`config.mk`:
```
export PLATFORM = sky130hd
export DESIGN_NAME = pkdc_top
export DESIGN_NICKNAME = d
export VERILOG_FILES = /design/src/rtl/pkdc_pkg.sv /design/src/rtl/pkdc_top.sv
export VERILOG_INCLUDE_DIRS = /design/src /design/src/rtl
export SDC_FILE = /design/constraint.sdc
export NUM_CORES = 1
export LEC_CHECK = 0
export ABC_AREA = 1
export ABC_CLOCK_PERIOD_IN_PS = 2660
export BUFFER_PORTS_ARGS = -buffer_cell sky130_fd_sc_hd__buf_2
export CAP_MARGIN = 30
export CORE_ASPECT_RATIO = 0.75
export CORE_UTILIZATION = 35
export DETAILED_ROUTE_END_ITERATION = 7
export PLACE_DENSITY = 0.58
export RECOVER_POWER = 100
export SLEW_MARGIN = 20
export SYNTH_ARGS = -nofsm -noshare
export SYNTH_HDL_FRONTEND = slang
export SYNTH_SLANG_ARGS = --single-unit
```
`constraint.sdc`:
```
create_clock -name ref_clk -period 2.66 [get_ports ref_clk]
set_input_delay 0.399 -clock ref_clk [delete_from_list [all_inputs] [get_ports ref_clk]]
set_output_delay 0.399 -clock ref_clk [all_outputs]
set_load 0.05 [all_outputs]
```
`src/rtl/pkdc_regs.svh`:
```
// register map, field positions, reset values and timing for the panel key/display controller
// assumes a 200 MHz ref_clk and a 32-bit apb slave port
`ifndef PKDC_REGS_SVH
`define PKDC_REGS_SVH
`define PKDC_ADDR_CTRL     12'h000
`define PKDC_ADDR_SEL      12'h004
`define PKDC_ADDR_STAT     12'h008
`define PKDC_ADDR_DISP     12'h00c
`define PKDC_ADDR_KEYS     12'h010
`define PKDC_ADDR_CMD      12'h014
`define PKDC_ADDR_EDIT     12'h018
// ctrl fields
`define PKDC_CTRL_HALT_EN  0
`define PKDC_CTRL_JOG_EN   1
`define PKDC_CTRL_DIR_EN   2
`define PKDC_CTRL_LOCAL    3
`define PKDC_CTRL_PROG_BLK 4
`define PKDC_CTRL_DIRPERM  5
`define PKDC_CTRL_UNIT_SEL 6
`define PKDC_CTRL_MODE_LO  8
`define PKDC_CTRL_MODE_HI  9
`define PKDC_CTRL_RST      32'h0000_0007
// sel fields
`define PKDC_SEL_ACT_LO    0
`define PKDC_SEL_ACT_HI    1
`define PKDC_SEL_PRG_LO    2
`define PKDC_SEL_PRG_HI    3
`define PKDC_SEL_VAR_LO    8
`define PKDC_SEL_VAR_HI    12
`define PKDC_VAR_MAX       5'd22
`define PKDC_GROUP_MAX     3'h6
// stat fields
`define PKDC_STAT_ALARM    0
`define PKDC_STAT_WARN     1
`define PKDC_STAT_TERMSTOP 2
// timing
`define PKDC_DEBOUNCE_NS   10000
`define PKDC_HOLD_NS       500000000
`define PKDC_FLASH_NS      250000000
`define PKDC_CLK_NS        5
`endif

```
`src/rtl/pkdc_pkg.sv`:
```
// types shared by the panel key/display controller
// assumes pkdc_regs.svh holds the register map, field and timing constants
package pkdc_pkg;
  typedef enum logic [2:0] {
    PKDC_RO1 = 3'b001,
    PKDC_RO2 = 3'b010,
    PKDC_RO3 = 3'b100
  } pkdc_ro_t;
  typedef enum logic [3:0] {
    PKDC_M_DISP  = 4'b0001,
    PKDC_M_QUICK = 4'b0010,
    PKDC_M_MENU  = 4'b0100,
    PKDC_M_EDIT  = 4'b1000
  } pkdc_mode_t;
  typedef enum logic [1:0] {
    PKDC_L3_BLANK = 2'h0,
    PKDC_L3_PARAM = 2'h1,
    PKDC_L3_GROUP = 2'h2
  } pkdc_l3_t;
endpackage

```
`src/rtl/pkdc_top.sv`:
```
// panel key/display controller: key decode, read-out states, menu modes, local run commands
// assumes synchronous key levels, apb master, parameter store reached through edit ports
//
// Overview of operation
// [RULE1] view key toggles read-out state 1 and 2
// [RULE2] hold view enters 3, release gives 2
// [RULE3] read-out state 1 after reset
// [RULE4] state 1 line 2 shows selected variable
// [RULE5] display mode shows four variables plus status
// [RULE6] line 2 shows measurement unless alarm/warning
// [RULE7] line 3 blank in operation, line 4 status/value
// [RULE8] view returns to display; menu keys swap menus
// [RULE9] edit opens change, confirm commits, cancel abandons
// [RULE10] plus/minus select or change; left/right group, cursor
// [RULE11] enabled halt stops or clears trip, flashes
// [RULE12] panel halt latched until panel start
// [RULE13] enabled jog forces preset while held; the code keeps jog off while halt_q is set
// [RULE14] direction toggles only local, enabled, permitted
// [RULE15] start releases halt, never overrides terminal stop
// [RULE16] local keys act local and remote, not direction
// [RULE17] programming allowed unless blocked
// [RULE18] active setup shown, programmed setup flashes
// [RULE19] alarm and warning lamps with status text
// [RULE20] variable selection and user unit or letter
// [RULE21] keys debounced and edge-detected
// [RULE22] view hold told apart by hold threshold
`timescale 1ns/1ps
`include "pkdc_regs.svh"
module pkdc_top #(
  parameter int DEB_CYC   = (`PKDC_DEBOUNCE_NS + `PKDC_CLK_NS - 1) / `PKDC_CLK_NS,
  parameter int HOLD_CYC  = (`PKDC_HOLD_NS + `PKDC_CLK_NS - 1) / `PKDC_CLK_NS,
  parameter int FLASH_CYC = `PKDC_FLASH_NS / `PKDC_CLK_NS,
  parameter int NKEYS     = 12
) (
  // clock and reset
  input  wire logic        ref_clk,
  input  wire logic        rstn,
  // apb slave
  input  wire logic        psel,
  input  wire logic        penable,
  input  wire logic        pwrite,
  input  wire logic [11:0] paddr,
  input  wire logic [31:0] pwdata,
  output logic      [31:0] prdata,
  output logic             pready,
  output logic             pslverr,
  // keypad levels, high while pressed
  input  wire logic [NKEYS-1:0] key_raw,
  // drive status
  input  wire logic        alarm_in,
  input  wire logic        warn_in,
  input  wire logic        term_stop,
  input  wire logic        power_ok,
  // drive commands
  output logic             halt_q,
  output logic             trip_clear,
  output logic             jog_active,
  output logic             dir_rev_q,
  output logic             commit_stb,
  output logic [31:0]      commit_val,
  output logic [7:0]       param_sel_q,
  output logic [2:0]       group_q,
  // display and lamps
  output pkdc_pkg::pkdc_ro_t   readout_q,
  output pkdc_pkg::pkdc_mode_t mode_q,
  output pkdc_pkg::pkdc_l3_t   line3_sel,
  output logic             line2_show,
  output logic             line2_flash,
  output logic             line4_value,
  output logic             unit_letter_u,
  output logic [4:0]       var_sel_q,
  output logic [2:0]       cursor_q,
  output logic [1:0]       setup_act,
  output logic [1:0]       setup_prg,
  output logic             setup_prg_show,
  output logic             setup_prg_blink,
  output logic             lamp_alarm,
  output logic             lamp_warn,
  output logic             lamp_on
);
  // key indices
  localparam int K_VIEW = 0, K_QUICK = 1, K_MENU = 2, K_EDIT = 3, K_OK = 4, K_CAN = 5;
  localparam int K_PLUS = 6, K_MINUS = 7, K_LEFT = 8, K_RIGHT = 9, K_HALT = 10, K_JOG = 11;
  localparam int K_START = 12, K_DIR = 13;
  logic [NKEYS+1:0] key_all;
  logic [NKEYS+1:0] key_db;
  logic [NKEYS+1:0] key_prev_q;
  logic [NKEYS+1:0] key_rise;
  logic [NKEYS+1:0] key_fall;
  // start and direction take the two top key bits of an extended bus, tied low here
  assign key_all = {2'b00, key_raw};

  //////////////////////////////////////////////////////////////////////////////
  // debounce: a key must stay stable for DEB_CYC before it counts
  // a bounce restarts the count; long bounces only delay the press
  genvar gi;
  generate
    for (gi = 0; gi < NKEYS + 2; gi++) begin : g_deb
      logic [15:0] cnt_q;
      logic        st_q;
      always_ff @(posedge ref_clk or negedge rstn) begin
        if (!rstn) begin
          cnt_q <= 16'h0000;
          st_q  <= 1'b0;
        end else if (key_all[gi] == st_q) begin
          cnt_q <= 16'h0000;
        end else if (cnt_q >= 16'(DEB_CYC - 1)) begin
          cnt_q <= 16'h0000; // [RULE21]
          st_q  <= key_all[gi];
        end else begin
          cnt_q <= cnt_q + 16'h0001;
        end
      end
      assign key_db[gi] = st_q;
    end
  endgenerate

  always_ff @(posedge ref_clk or negedge rstn) begin
    if (!rstn) key_prev_q <= '0;
    else       key_prev_q <= key_db;
  end
  assign key_rise = key_db & ~key_prev_q; // [RULE21]
  assign key_fall = ~key_db & key_prev_q;

  //////////////////////////////////////////////////////////////////////////////
  // apb registers
  logic [31:0] ctrl_q;
  logic [31:0] sel_q;
  logic [31:0] edit_q;
  logic [31:0] keys_sw_q;
  wire         wr_en  = psel & penable & pwrite;
  wire         hit_ctrl = paddr == `PKDC_ADDR_CTRL;
  wire         hit_sel  = paddr == `PKDC_ADDR_SEL;
  wire         hit_stat = paddr == `PKDC_ADDR_STAT;
  wire         hit_disp = paddr == `PKDC_ADDR_DISP;
  wire         hit_keys = paddr == `PKDC_ADDR_KEYS;
  wire         hit_cmd  = paddr == `PKDC_ADDR_CMD;
  wire         hit_edit = paddr == `PKDC_ADDR_EDIT;
  wire         hit_any  = hit_ctrl | hit_sel | hit_stat | hit_disp | hit_keys | hit_cmd | hit_edit;
  wire         halt_en  = ctrl_q[`PKDC_CTRL_HALT_EN];
  wire         jog_en   = ctrl_q[`PKDC_CTRL_JOG_EN];
  wire         dir_en   = ctrl_q[`PKDC_CTRL_DIR_EN];
  wire         local_op = ctrl_q[`PKDC_CTRL_LOCAL];
  wire         prog_blk = ctrl_q[`PKDC_CTRL_PROG_BLK];
  wire         dir_perm = ctrl_q[`PKDC_CTRL_DIRPERM];
  wire [1:0]   term_mode = ctrl_q[`PKDC_CTRL_MODE_HI:`PKDC_CTRL_MODE_LO];
  // start and direction keys are reachable only from the keys register (bits 0/1)
  wire         sw_start = wr_en & hit_keys & pwdata[0];
  wire         sw_dir   = wr_en & hit_keys & pwdata[1];

  always_ff @(posedge ref_clk or negedge rstn) begin
    if (!rstn) begin
      ctrl_q <= `PKDC_CTRL_RST;
      sel_q  <= 32'h0000_0000;
      edit_q <= 32'h0000_0000;
    end else if (wr_en) begin
      if (hit_ctrl) ctrl_q <= pwdata;
      if (hit_sel)  sel_q  <= pwdata;
      if (hit_edit) edit_q <= pwdata;
    end
  end
  assign keys_sw_q = {30'h0, sw_dir, sw_start};
  // every register answers in its access cycle, so no wait states
  assign pready    = 1'b1;
  assign pslverr   = psel & penable & ~hit_any;
  assign setup_act = sel_q[`PKDC_SEL_ACT_HI:`PKDC_SEL_ACT_LO]; // [RULE18]
  assign setup_prg = sel_q[`PKDC_SEL_PRG_HI:`PKDC_SEL_PRG_LO];

  //////////////////////////////////////////////////////////////////////////////
  // view key: short press toggles, hold enters state 3
  logic [31:0] hold_cnt_q;
  logic        view_arm_q;
  wire  view_on   = key_db[K_VIEW];
  wire  hold_hit  = view_on && hold_cnt_q == 32'(HOLD_CYC - 1); // [RULE22]
  wire  in_disp   = mode_q == pkdc_pkg::PKDC_M_DISP;
  // a press that began in a menu only brings display mode back; it must
  // neither toggle the read-out on release nor count as a hold
  wire  view_hold = hold_hit & view_arm_q;
  wire  view_tap  = key_fall[K_VIEW] && view_arm_q && readout_q != pkdc_pkg::PKDC_RO3;

  always_ff @(posedge ref_clk or negedge rstn) begin
    if (!rstn)                           view_arm_q <= 1'b0;
    else if (key_rise[K_VIEW] & in_disp) view_arm_q <= 1'b1;
    else if (!view_on)                   view_arm_q <= 1'b0;
  end

  always_ff @(posedge ref_clk or negedge rstn) begin
    if (!rstn)            hold_cnt_q <= 32'h0000_0000;
    else if (!view_on)    hold_cnt_q <= 32'h0000_0000;
    else if (!hold_hit)   hold_cnt_q <= hold_cnt_q + 32'h0000_0001;
  end

  always_ff @(posedge ref_clk or negedge rstn) begin
    if (!rstn) begin
      readout_q <= pkdc_pkg::PKDC_RO1; // [RULE3]
    end else if (in_disp) begin
      case (readout_q)
        pkdc_pkg::PKDC_RO1: if (view_hold) readout_q <= pkdc_pkg::PKDC_RO3; // [RULE2]
                            else if (view_tap) readout_q <= pkdc_pkg::PKDC_RO2; // [RULE1]
        pkdc_pkg::PKDC_RO2: if (view_hold) readout_q <= pkdc_pkg::PKDC_RO3;
                            else if (view_tap) readout_q <= pkdc_pkg::PKDC_RO1; // [RULE1]
        pkdc_pkg::PKDC_RO3: if (key_fall[K_VIEW]) readout_q <= pkdc_pkg::PKDC_RO2; // [RULE2]
        default:            readout_q <= pkdc_pkg::PKDC_RO1;
      endcase
    end
  end

  //////////////////////////////////////////////////////////////////////////////
  // menu and data-change modes
  // edit is refused outright while programming is blocked
  wire prog_ok = ~prog_blk; // [RULE17]
  always_ff @(posedge ref_clk or negedge rstn) begin
    if (!rstn) begin
      mode_q <= pkdc_pkg::PKDC_M_DISP;
    end else begin
      case (mode_q)
        pkdc_pkg::PKDC_M_DISP:
          if (key_rise[K_QUICK]) mode_q <= pkdc_pkg::PKDC_M_QUICK;
          else if (key_rise[K_MENU]) mode_q <= pkdc_pkg::PKDC_M_MENU;
        pkdc_pkg::PKDC_M_QUICK, pkdc_pkg::PKDC_M_MENU:
          if (key_rise[K_VIEW]) mode_q <= pkdc_pkg::PKDC_M_DISP; // [RULE8]
          else if (key_rise[K_QUICK]) mode_q <= pkdc_pkg::PKDC_M_QUICK; // [RULE8]
          else if (key_rise[K_MENU]) mode_q <= pkdc_pkg::PKDC_M_MENU;
          else if (key_rise[K_EDIT] && prog_ok) mode_q <= pkdc_pkg::PKDC_M_EDIT; // [RULE9]
        pkdc_pkg::PKDC_M_EDIT:
          if (key_rise[K_OK] || key_rise[K_CAN]) mode_q <= pkdc_pkg::PKDC_M_MENU; // [RULE9]
        default: mode_q <= pkdc_pkg::PKDC_M_DISP;
      endcase
    end
  end

  // commit only on confirm; cancel leaves the store untouched
  always_ff @(posedge ref_clk or negedge rstn) begin
    if (!rstn) begin
      commit_stb <= 1'b0;
      commit_val <= 32'h0000_0000;
    end else begin
      commit_stb <= (mode_q == pkdc_pkg::PKDC_M_EDIT) & key_rise[K_OK] & prog_ok; // [RULE9]
      if ((mode_q == pkdc_pkg::PKDC_M_EDIT) & key_rise[K_OK]) commit_val <= edit_q;
    end
  end

  //////////////////////////////////////////////////////////////////////////////
  // plus/minus and left/right
  wire in_menu = (mode_q == pkdc_pkg::PKDC_M_QUICK) | (mode_q == pkdc_pkg::PKDC_M_MENU);
  wire in_edit = mode_q == pkdc_pkg::PKDC_M_EDIT;
  always_ff @(posedge ref_clk or negedge rstn) begin
    if (!rstn) begin
      var_sel_q   <= 5'h00;
      param_sel_q <= 8'h00;
      group_q     <= 3'h0;
      cursor_q    <= 3'h0;
    end else begin
      if (wr_en & hit_sel) begin
        var_sel_q <= pwdata[`PKDC_SEL_VAR_HI:`PKDC_SEL_VAR_LO]; // [RULE20]
      end else if (in_disp & key_rise[K_PLUS] & var_sel_q != `PKDC_VAR_MAX) begin
        var_sel_q <= var_sel_q + 5'h01; // [RULE4]
      end else if (in_disp & key_rise[K_MINUS] & var_sel_q != 5'h00) begin
        var_sel_q <= var_sel_q - 5'h01; // [RULE10]
      end
      if (in_menu & key_rise[K_PLUS])  param_sel_q <= param_sel_q + 8'h01; // [RULE10]
      if (in_menu & key_rise[K_MINUS]) param_sel_q <= param_sel_q - 8'h01;
      if (in_menu & key_rise[K_RIGHT] & group_q != `PKDC_GROUP_MAX)
        group_q <= group_q + 3'h1; // [RULE10]
      if (in_menu & key_rise[K_LEFT] & group_q != 3'h0)  group_q <= group_q - 3'h1;
      if (in_edit & key_rise[K_RIGHT]) cursor_q <= cursor_q + 3'h1; // [RULE10]
      if (in_edit & key_rise[K_LEFT])  cursor_q <= cursor_q - 3'h1;
      if (!in_edit) cursor_q <= 3'h0;
    end
  end

  //////////////////////////////////////////////////////////////////////////////
  // local run keys
  wire start_ev = key_rise[K_START] | sw_start;
  wire dir_ev   = key_rise[K_DIR] | sw_dir;
  // halt and jog act in local and remote alike; direction only in local
  wire dir_ok   = local_op & dir_en & dir_perm & // [RULE14] [RULE16]
                  (term_mode == 2'h1 || term_mode == 2'h3);
  assign trip_clear = halt_en & key_rise[K_HALT] & alarm_in; // [RULE11]
  // jog stays off while halted so a panel stop cannot be bypassed
  assign jog_active = jog_en & key_db[K_JOG] & ~halt_q; // [RULE13]

  always_ff @(posedge ref_clk or negedge rstn) begin
    if (!rstn) begin
      halt_q    <= 1'b0;
      dir_rev_q <= 1'b0;
    end else begin
      // halt wins a same-cycle start; held regardless of panel presence
      if (halt_en & key_rise[K_HALT] & ~alarm_in) halt_q <= 1'b1; // [RULE11] [RULE12]
      else if (start_ev & ~term_stop) halt_q <= 1'b0; // [RULE15] [RULE12]
      if (dir_ev & dir_ok) dir_rev_q <= ~dir_rev_q; // [RULE14]
    end
  end

  //////////////////////////////////////////////////////////////////////////////
  // flash timebase
  // one shared blink serves the halt line and the programmed setup
  logic [31:0] flash_cnt_q;
  logic        flash_q;
  always_ff @(posedge ref_clk or negedge rstn) begin
    if (!rstn) begin
      flash_cnt_q <= 32'h0000_0000;
      flash_q     <= 1'b0;
    end else if (flash_cnt_q == 32'(FLASH_CYC - 1)) begin
      flash_cnt_q <= 32'h0000_0000;
      flash_q     <= ~flash_q;
    end else begin
      flash_cnt_q <= flash_cnt_q + 32'h0000_0001;
    end
  end

  //////////////////////////////////////////////////////////////////////////////
  // display line control and lamps
  wire alarm_or_warn = alarm_in | warn_in;
  assign line2_show  = ~alarm_or_warn; // [RULE6] [RULE5]
  assign line2_flash = halt_q & flash_q; // [RULE11]
  assign line3_sel   = in_disp ? pkdc_pkg::PKDC_L3_BLANK : // [RULE7]
                       (mode_q == pkdc_pkg::PKDC_M_MENU ? pkdc_pkg::PKDC_L3_GROUP
                                                         : pkdc_pkg::PKDC_L3_PARAM);
  assign line4_value = ~in_disp; // [RULE7]
  assign unit_letter_u   = ~ctrl_q[`PKDC_CTRL_UNIT_SEL]; // [RULE20]
  assign setup_prg_show  = setup_prg != setup_act; // [RULE18]
  assign setup_prg_blink = setup_prg_show & flash_q;
  assign lamp_alarm = alarm_in; // [RULE19]
  assign lamp_warn  = warn_in;
  assign lamp_on    = power_ok;

  // read mux
  // data is taken in the setup cycle so it stands through the access
  logic [31:0] rd_mux;
  assign rd_mux = hit_ctrl ? ctrl_q :
                  hit_sel  ? sel_q :
                  hit_stat ? {29'h0, term_stop, warn_in, alarm_in} :
                  hit_disp ? {16'h0, 2'h0, line3_sel, mode_q, 1'b0, readout_q, dir_rev_q,
                              halt_q, jog_active, 1'b0} :
                  hit_keys ? {{(32-NKEYS){1'b0}}, key_db[NKEYS-1:0]} :
                  hit_cmd  ? {param_sel_q, 5'h0, group_q, 3'h0, var_sel_q, 5'h0, cursor_q} :
                  hit_edit ? edit_q : 32'h0000_0000;
  always_ff @(posedge ref_clk or negedge rstn) begin
    if (!rstn) prdata <= 32'h0000_0000;
    else if (psel & ~penable & ~pwrite) prdata <= rd_mux;
  end
  logic unused_keys;
  assign unused_keys = ^keys_sw_q;
endmodule // pkdc_top

```
# Word-level counts from Yosys, hierarchy flattened
# Cells that the tools add are included.
[classes]
n_addsub = 24
n_lt_le_gt_ge = 14
eq_ne = 42
mux = 72
bitwise_logic = 75
n_reduce_logical = 31
[op_table]
columns = ["op", "count"]
rows = [
  ["two-way mux 16 bit", 28],
  ["two-way mux 32 bit", 10],
  ["adder 16 x 1 -> 16 bit (second input constant)", 14],
  [">= comparator 16 x 11 -> 1 bit (second input constant)", 14],
  ["adder 32 x 1 -> 32 bit (second input constant)", 2],
  ["AND 1 bit", 38],
  ["== test 12 x 5 -> 1 bit (second input constant)", 3],
  ["== test 32 x 26 -> 1 bit (second input constant)", 1],
  ["== test 32 x 27 -> 1 bit (second input constant)", 1],
  ["two-way mux 3 bit", 10],
  ["AND reduction 2 bit", 15],
  ["two-way mux 4 bit", 7],
  ["inverter 1 bit", 25],
  ["== test 12 x 4 -> 1 bit (second input constant)", 2],
  ["two-way mux 8 bit", 2],
  ["two-way mux 5 bit", 3],
  ["inequality test 3 bit (second input constant)", 5],
  ["AND 14 bit", 1],
  ["inverter 14 bit", 1],
  ["== test 1 bit", 12],
  ["== test 12 x 3 -> 1 bit (second input constant)", 1],
  ["zero test 12 bit", 1],
  ["case mux 4 bit (3 select lines)", 1],
  ["inequality test 5 bit (second input constant)", 2],
  ["other kinds (31)", 59],
]
[word_totals]
ff_bits = 507
input_bits = 65
output_inout_bits = 112
word_cells = 305

# Depth between registers and ports, before layout
[logic_depth]
ltp_word = 9
ltp_mapped = 18
mapped_depth_nobuf = 18

# Worst setup path before layout
# Ideal clock, no wire load.
[synth_timing]
path_type = "input to output"
startpoint = "input paddr[11]"
endpoint = "output pslverr"
arrival_ns = 2.649
required_time_ns = 2.261
slack_ns = -0.388
stages = 9
path_buffers = 1
path_cell_list = "nor2_1 > nand2_2 > nor2_1 > nand2_1 > nor2_4 > buf_2 > nor3_1 > nand3_1 > nor4_1"
[synth_via]
elab_chain_len = 9
elab_cells_between_ends = 15
cone_classes = "eq/ne (6); bitwise (8); reduce/logical (1)"
[synth_rtl]
columns = ["element", "line", "rtl"]
rows = [
  ["start, declared", "pkdc_top.sv:42", "input wire logic [11:0] paddr,"],
  ["== test 12 x 3 -> 1 bit (no source line) / zero test 12 bit (equally long branches)", "n/a", ""],
  ["bitwise OR 1 bit (5 in a row)", "pkdc_top.sv:139", "wire hit_any = hit_ctrl | hit_sel | hit_stat | hit_disp | hit_keys | hit_cmd | hit_edit;"],
  ["bitwise OR 1 bit *", "pkdc_top.sv:139", ""],
  ["inverter 1 bit *", "pkdc_top.sv:165", "assign pslverr = psel & penable & ~hit_any;"],
  ["AND 1 bit *", "pkdc_top.sv:165", ""],
  ["end, declared", "pkdc_top.sv:46", "output logic pslverr,"],
]
# Every way passes the cells marked *; elsewhere a longest branch is shown, timed or not.

# Worst setup path in the final report
[layout_timing]
startpoint = "register mode_q[0]"
endpoint = "output line3_sel[0]"
[layout_via]
elab_chain_len = 3
elab_cells_between_ends = 4
cone_classes = "eq/ne (2); mux (2)"
[layout_rtl]
columns = ["element", "line", "rtl"]
rows = [
  ["start, declared", "pkdc_top.sv:65", "output pkdc_pkg::pkdc_mode_t mode_q,"],
  ["start signal, assigned", "pkdc_top.sv:214", "mode_q <= pkdc_pkg::PKDC_M_DISP;"],
  ["start signal, assigned", "pkdc_top.sv:218", "if (key_rise[K_QUICK]) mode_q <= pkdc_pkg::PKDC_M_QUICK;"],
  ["start signal, assigned", "pkdc_top.sv:219", "else if (key_rise[K_MENU]) mode_q <= pkdc_pkg::PKDC_M_MENU;"],
  ["== test 4 x 3 -> 1 bit", "pkdc_top.sv:318", "(mode_q == pkdc_pkg::PKDC_M_MENU ? pkdc_pkg::PKDC_L3_GROUP"],
  ["two-way mux 2 bit", "pkdc_top.sv:318", ""],
  ["two-way mux 2 bit *", "pkdc_top.sv:317", "assign line3_sel = in_disp ? pkdc_pkg::PKDC_L3_BLANK :"],
  ["end, declared", "pkdc_top.sv:66", "output pkdc_pkg::pkdc_l3_t line3_sel,"],
]
# Marked as above.

==> flow_metrics.py <==
metrics = {
    "place": {
        "dp_slack_ns": 0.103,
        "dp_hpwl_um": 45000,
        "place.gp.congestion": 0.864,
        "placed_area_um2": 25200,
        "port_buffers": 173,
        "dpl.cell_count": 3635,
    },
    "min_path": {
        "hp-class": "primary input to flip-flop",
    },
    "floorplanning": {
        "dieHeight_um": 223,
        "row_count": 80,
        "start_util_pct": 35.7,
        "die_width_um": 297,
        "io_pins": 177,
        "die_area_um2": 66300,
        "core_area_um2": 64100,
    },
    "critical_path": {
        "path_class": "flip-flop to output pin",
        "cp_cell_sequence": "nor2_1, nand2_2, inv_1, nor2_1, clkbuf_2",
        "critPathSlowestCell": "dfstp_2",
        "start_kind": "flip-flop",
        "critPathMaxStageDelay_ns": 0.58,
        "end_kind": "output pin",
        "required_ns": 2.26,
        "cp_data_arrival_time_ns": 2.12,
        "cp_num_buf_inv": 2,
        "cp_max_fo": 5,
        "cpMostUsedCell": "nor2_1",
        "critPathTopFamily": "flip-flops",
    },
    "logic_synthesis": {
        "synth.avg_cell_area_um2": 8.96,
        "async_reset_ff_share_pct": 100,
        "yosys_most_used_dff": "dfrtp_1",
        "synth_cell_types": 61,
        "synthCells": 2549,
        "synth_edf_count": 0,
        "synth_most_common_cell": "dfrtp_1",
        "ys.warnings.count": 0,
        "synth.area.top_cells": "dfrtp_1 55%, nand2_1 7.7%, inv_1 5.0%",
        "synth_area_leader_cell": "dfrtp_1",
        "yosysSeqAreaShare_pct": 55.5,
        "ys_ff_latch": 506,
        "netlist_area_um2": 22800,
        "synth.top_cell.area_share_pct": 54.9,
        "synthTopCellsByCount": "501 x dfrtp_1, 470 x nand2_1, 305 x inv_1, 266 x nor2_1, 192 x o21ai_0",
    },
    "power_and_ir_drop": {
        "seq_power_share_pct": 44.9,
        "pwr-share-clk_pct": 41.3,
        "leakagePower_nw": 12.1,
        "switching_share_pct": 29.3,
        "p_sw_mw": 5.41,
        "p_per_area_nw_per_um2": 694,
        "finalPower_mw": 18.5,
        "ir_drop_mv": 0.482,
        "combPwrFrac_pct": 13.8,
        "p_int_mw": 13.1,
    },
    "cells_and_area": {
        "fin_cells": 3736,
        "fillCellCount": 6360,
        "nets": 2919,
        "finalInstanceArea_um2": 26600,
        "drive_gt1_share_pct": 8.95,
        "fin_util_pct": 41.6,
        "syn_to_final_growth_pct": 16.6,
    },
    "detailed_routing": {
        "dr_total_vias": 18282,
        "route.detailed.drc": 0,
        "wirelength_um": 60700,
        "drt-pass1-iter-count": 5,
        "drtAntennaViolNets": 0,
        "initialDrtViolationCount": 1502,
        "routed_via_density": 4.89,
        "wire_per_inst_um": 16.2,
    },
    "clock_network": {
        "clockRootBuffer": "clkbuf_16",
        "clockBufferDepth": 3,
        "h-tree-depth": 2,
        "clk_latency_ns": 0.61,
        "cts_num_sinks": 506,
        "path_clk_slew_ns": 0.06,
        "cts_buffers": 54,
        "cts_tree": "yes",
        "cts_setup_buffers": 0,
    },
    "timing": {
        "final.setup.tns_ns": 0,
        "setup_viol": 0,
        "min_period_ns": 2.52,
        "drv_slew": 52,
        "finClkSkew_ns": 0.0303,
        "hold_viol": 0,
        "rsz0062_at_grt": "false",
        "final.setup.worst_slack_ns": 0.140,
        "clock.fmax_mhz": 397,
        "hold_slack_ns": 0.0640,
        "max-slew-margin-rel_pct": -17.9,
        "finalCritPeriodShare_pct": 94.7,
        "worst_slew_pin_slew_ns": 1.77,
    },
    "job": {
        "drv_cap": 1,
    },
    "run_status": {
        "status": "finished with violations",
        "violations": "max-capacitance violations, max-slew violations",
    },
    "grt": {
        "grt_pass1_wl_um": 97400,
        "antenna_found_initial": 10,
        "grtUsageTotal_pct": 18.4,
        "grt_max_degree": 79,
        "overflow": 0,
        "grt_pass1_vias": 17751,
    },
}
## area by class of cell
cell class / instances / area [um^2] / area share [%]
repair buffers: 215 / 1060 / 3.98
well taps: 861 / 1080 / 4.05
inverters: 318 / 1190 / 4.48
flip-flops and latches: 506 / 12700 / 47.6
clock inverters: 17 / 206 / 0.775
multi-input cells: 1736 / 8830 / 33.2
clock buffers: 80 / 1580 / 5.94
diodes: 3 / 7.51 / 0.0282
## layer usage
layer,track usage (%),vias to the layer above,part of all wire (%)
met5,0,-,0.13
met4,4.97,14,2.3
met3,5.19,104,8.1
met2,26.9,496,42
met1,26.5,8791,47
li1,-,8877,-
## worst reg2reg max path: cells and delay by family, from the launching register on
family	cells	cell delay (ns)
xor gates and xnor gates	1	0.16
DFF	1	0.44
and+or+nand+nor	6	0.99
AOI/OAI and AO/OA	3	0.36
adders and majority gates	1	0.38
## kinds of logic (layout without fill, tap and decap cells)
logic type | after synthesis | count (layout) | synth area share [%]
compound gates | 439 | 439 | 10.7
xor+xnor | 85 | 85 | 3.26
fa+ha+maj | 23 | 23 | 1.36
buf+inv | 376 | 630 | 6.46
flops | 506 | 506 | 55.5
mux | 9 | 9 | 0.444
other cells | 2 | 74 | 0.0329
simple gates | 1109 | 1109 | 22.2
## power by group through the flow
stage,clock [mW],sequential (mW),combinational (mW)
after CTS,7.86,8.29,2.61
final,7.63,8.30,2.55
after floorplan,0,8.86,1.10
after global routing,8.17,8.32,2.78
after global placement,0,8.42,2.58
after detailed placement,0,8.43,2.60
## worst paths after layout
| check | slack [ns] | depth (start not counted) | from | to |
|---|---|---|---|---|
| max in group asynchronous | 0.35 | 3 | rstn | g_deb[2].cnt_q[13]$_DFF_PN0_ |
| worst min-delay path | 0.06 | 2 | alarm_in | halt_q$_DFFE_PN0P_ |
| worst min register to register | 0.41 | 0 | g_deb[12].st_q$_DFF_PN0_ | key_prev_q[12]$_DFF_PN0_ |
| worst max-delay path | 0.14 | 5 | mode_q[0]$_DFFE_PN1P_ | line3_sel[0] |
| worst max register to register | 0.18 | 11 | mode_q[2]$_DFFE_PN0P_ | var_sel_q[4]$_DFFE_PN0P_ |
| min in group asynchronous | 0.78 | 2 | rstn | hold_cnt_q[3]$_DFFE_PN0P_ |
## sequential cells by signal (all words and copies together) (netlist names), 3 cells and up
| signal | count |
|---|---|
| readout_q | 3 |
| g_deb.cnt_q | 224 |
| flash_cnt_q | 32 |
| cursor_q | 3 |
| mode_q | 4 |
| var_sel_q | 5 |
| key_prev_q | 13 |
| param_sel_q | 8 |
| ctrl_q | 32 |
| commit_val | 32 |
| sel_q | 32 |
| group_q | 3 |
| g_deb.st_q | 14 |
| edit_q | 32 |
| prdata | 32 |
| hold_cnt_q | 32 |
## timing repair
item / in CTS / in global routing
endpoints found under the setup margin: 0 / 2
gates resized for setup: 0 / 3
hold buffers: 1 / 0
hold endpoints to repair: 41 / 0
## cells in the final DEF (no fill, tap or decap), types with 11 or more instances in the layout
master	synthesis	routed
clkbuf_1	30	128
clkbuf_2	0	13
o21ai_0	192	212
buf_4	8	18
nand2_1	470	473
nand4_1	47	48
nor3_1	98	103
ha_1	20	20
buf_2	16	62
conb_1	2	71
a31oi_1	20	20
clkbuf_8	0	11
xor2_1	60	60
a221oi_1	11	11
nor3b_1	26	27
a21oi_1	121	121
nor4_1	22	21
nand2_2	15	12
dfrtp_1	501	501
o211ai_1	17	17
nand3_1	99	102
clkbuf_16	0	55
nor2_1	266	273
inv_1	305	311
xnor2_1	25	25
o21ai_1	34	14
Note: power is estimated with default switching activity, not from simulation.
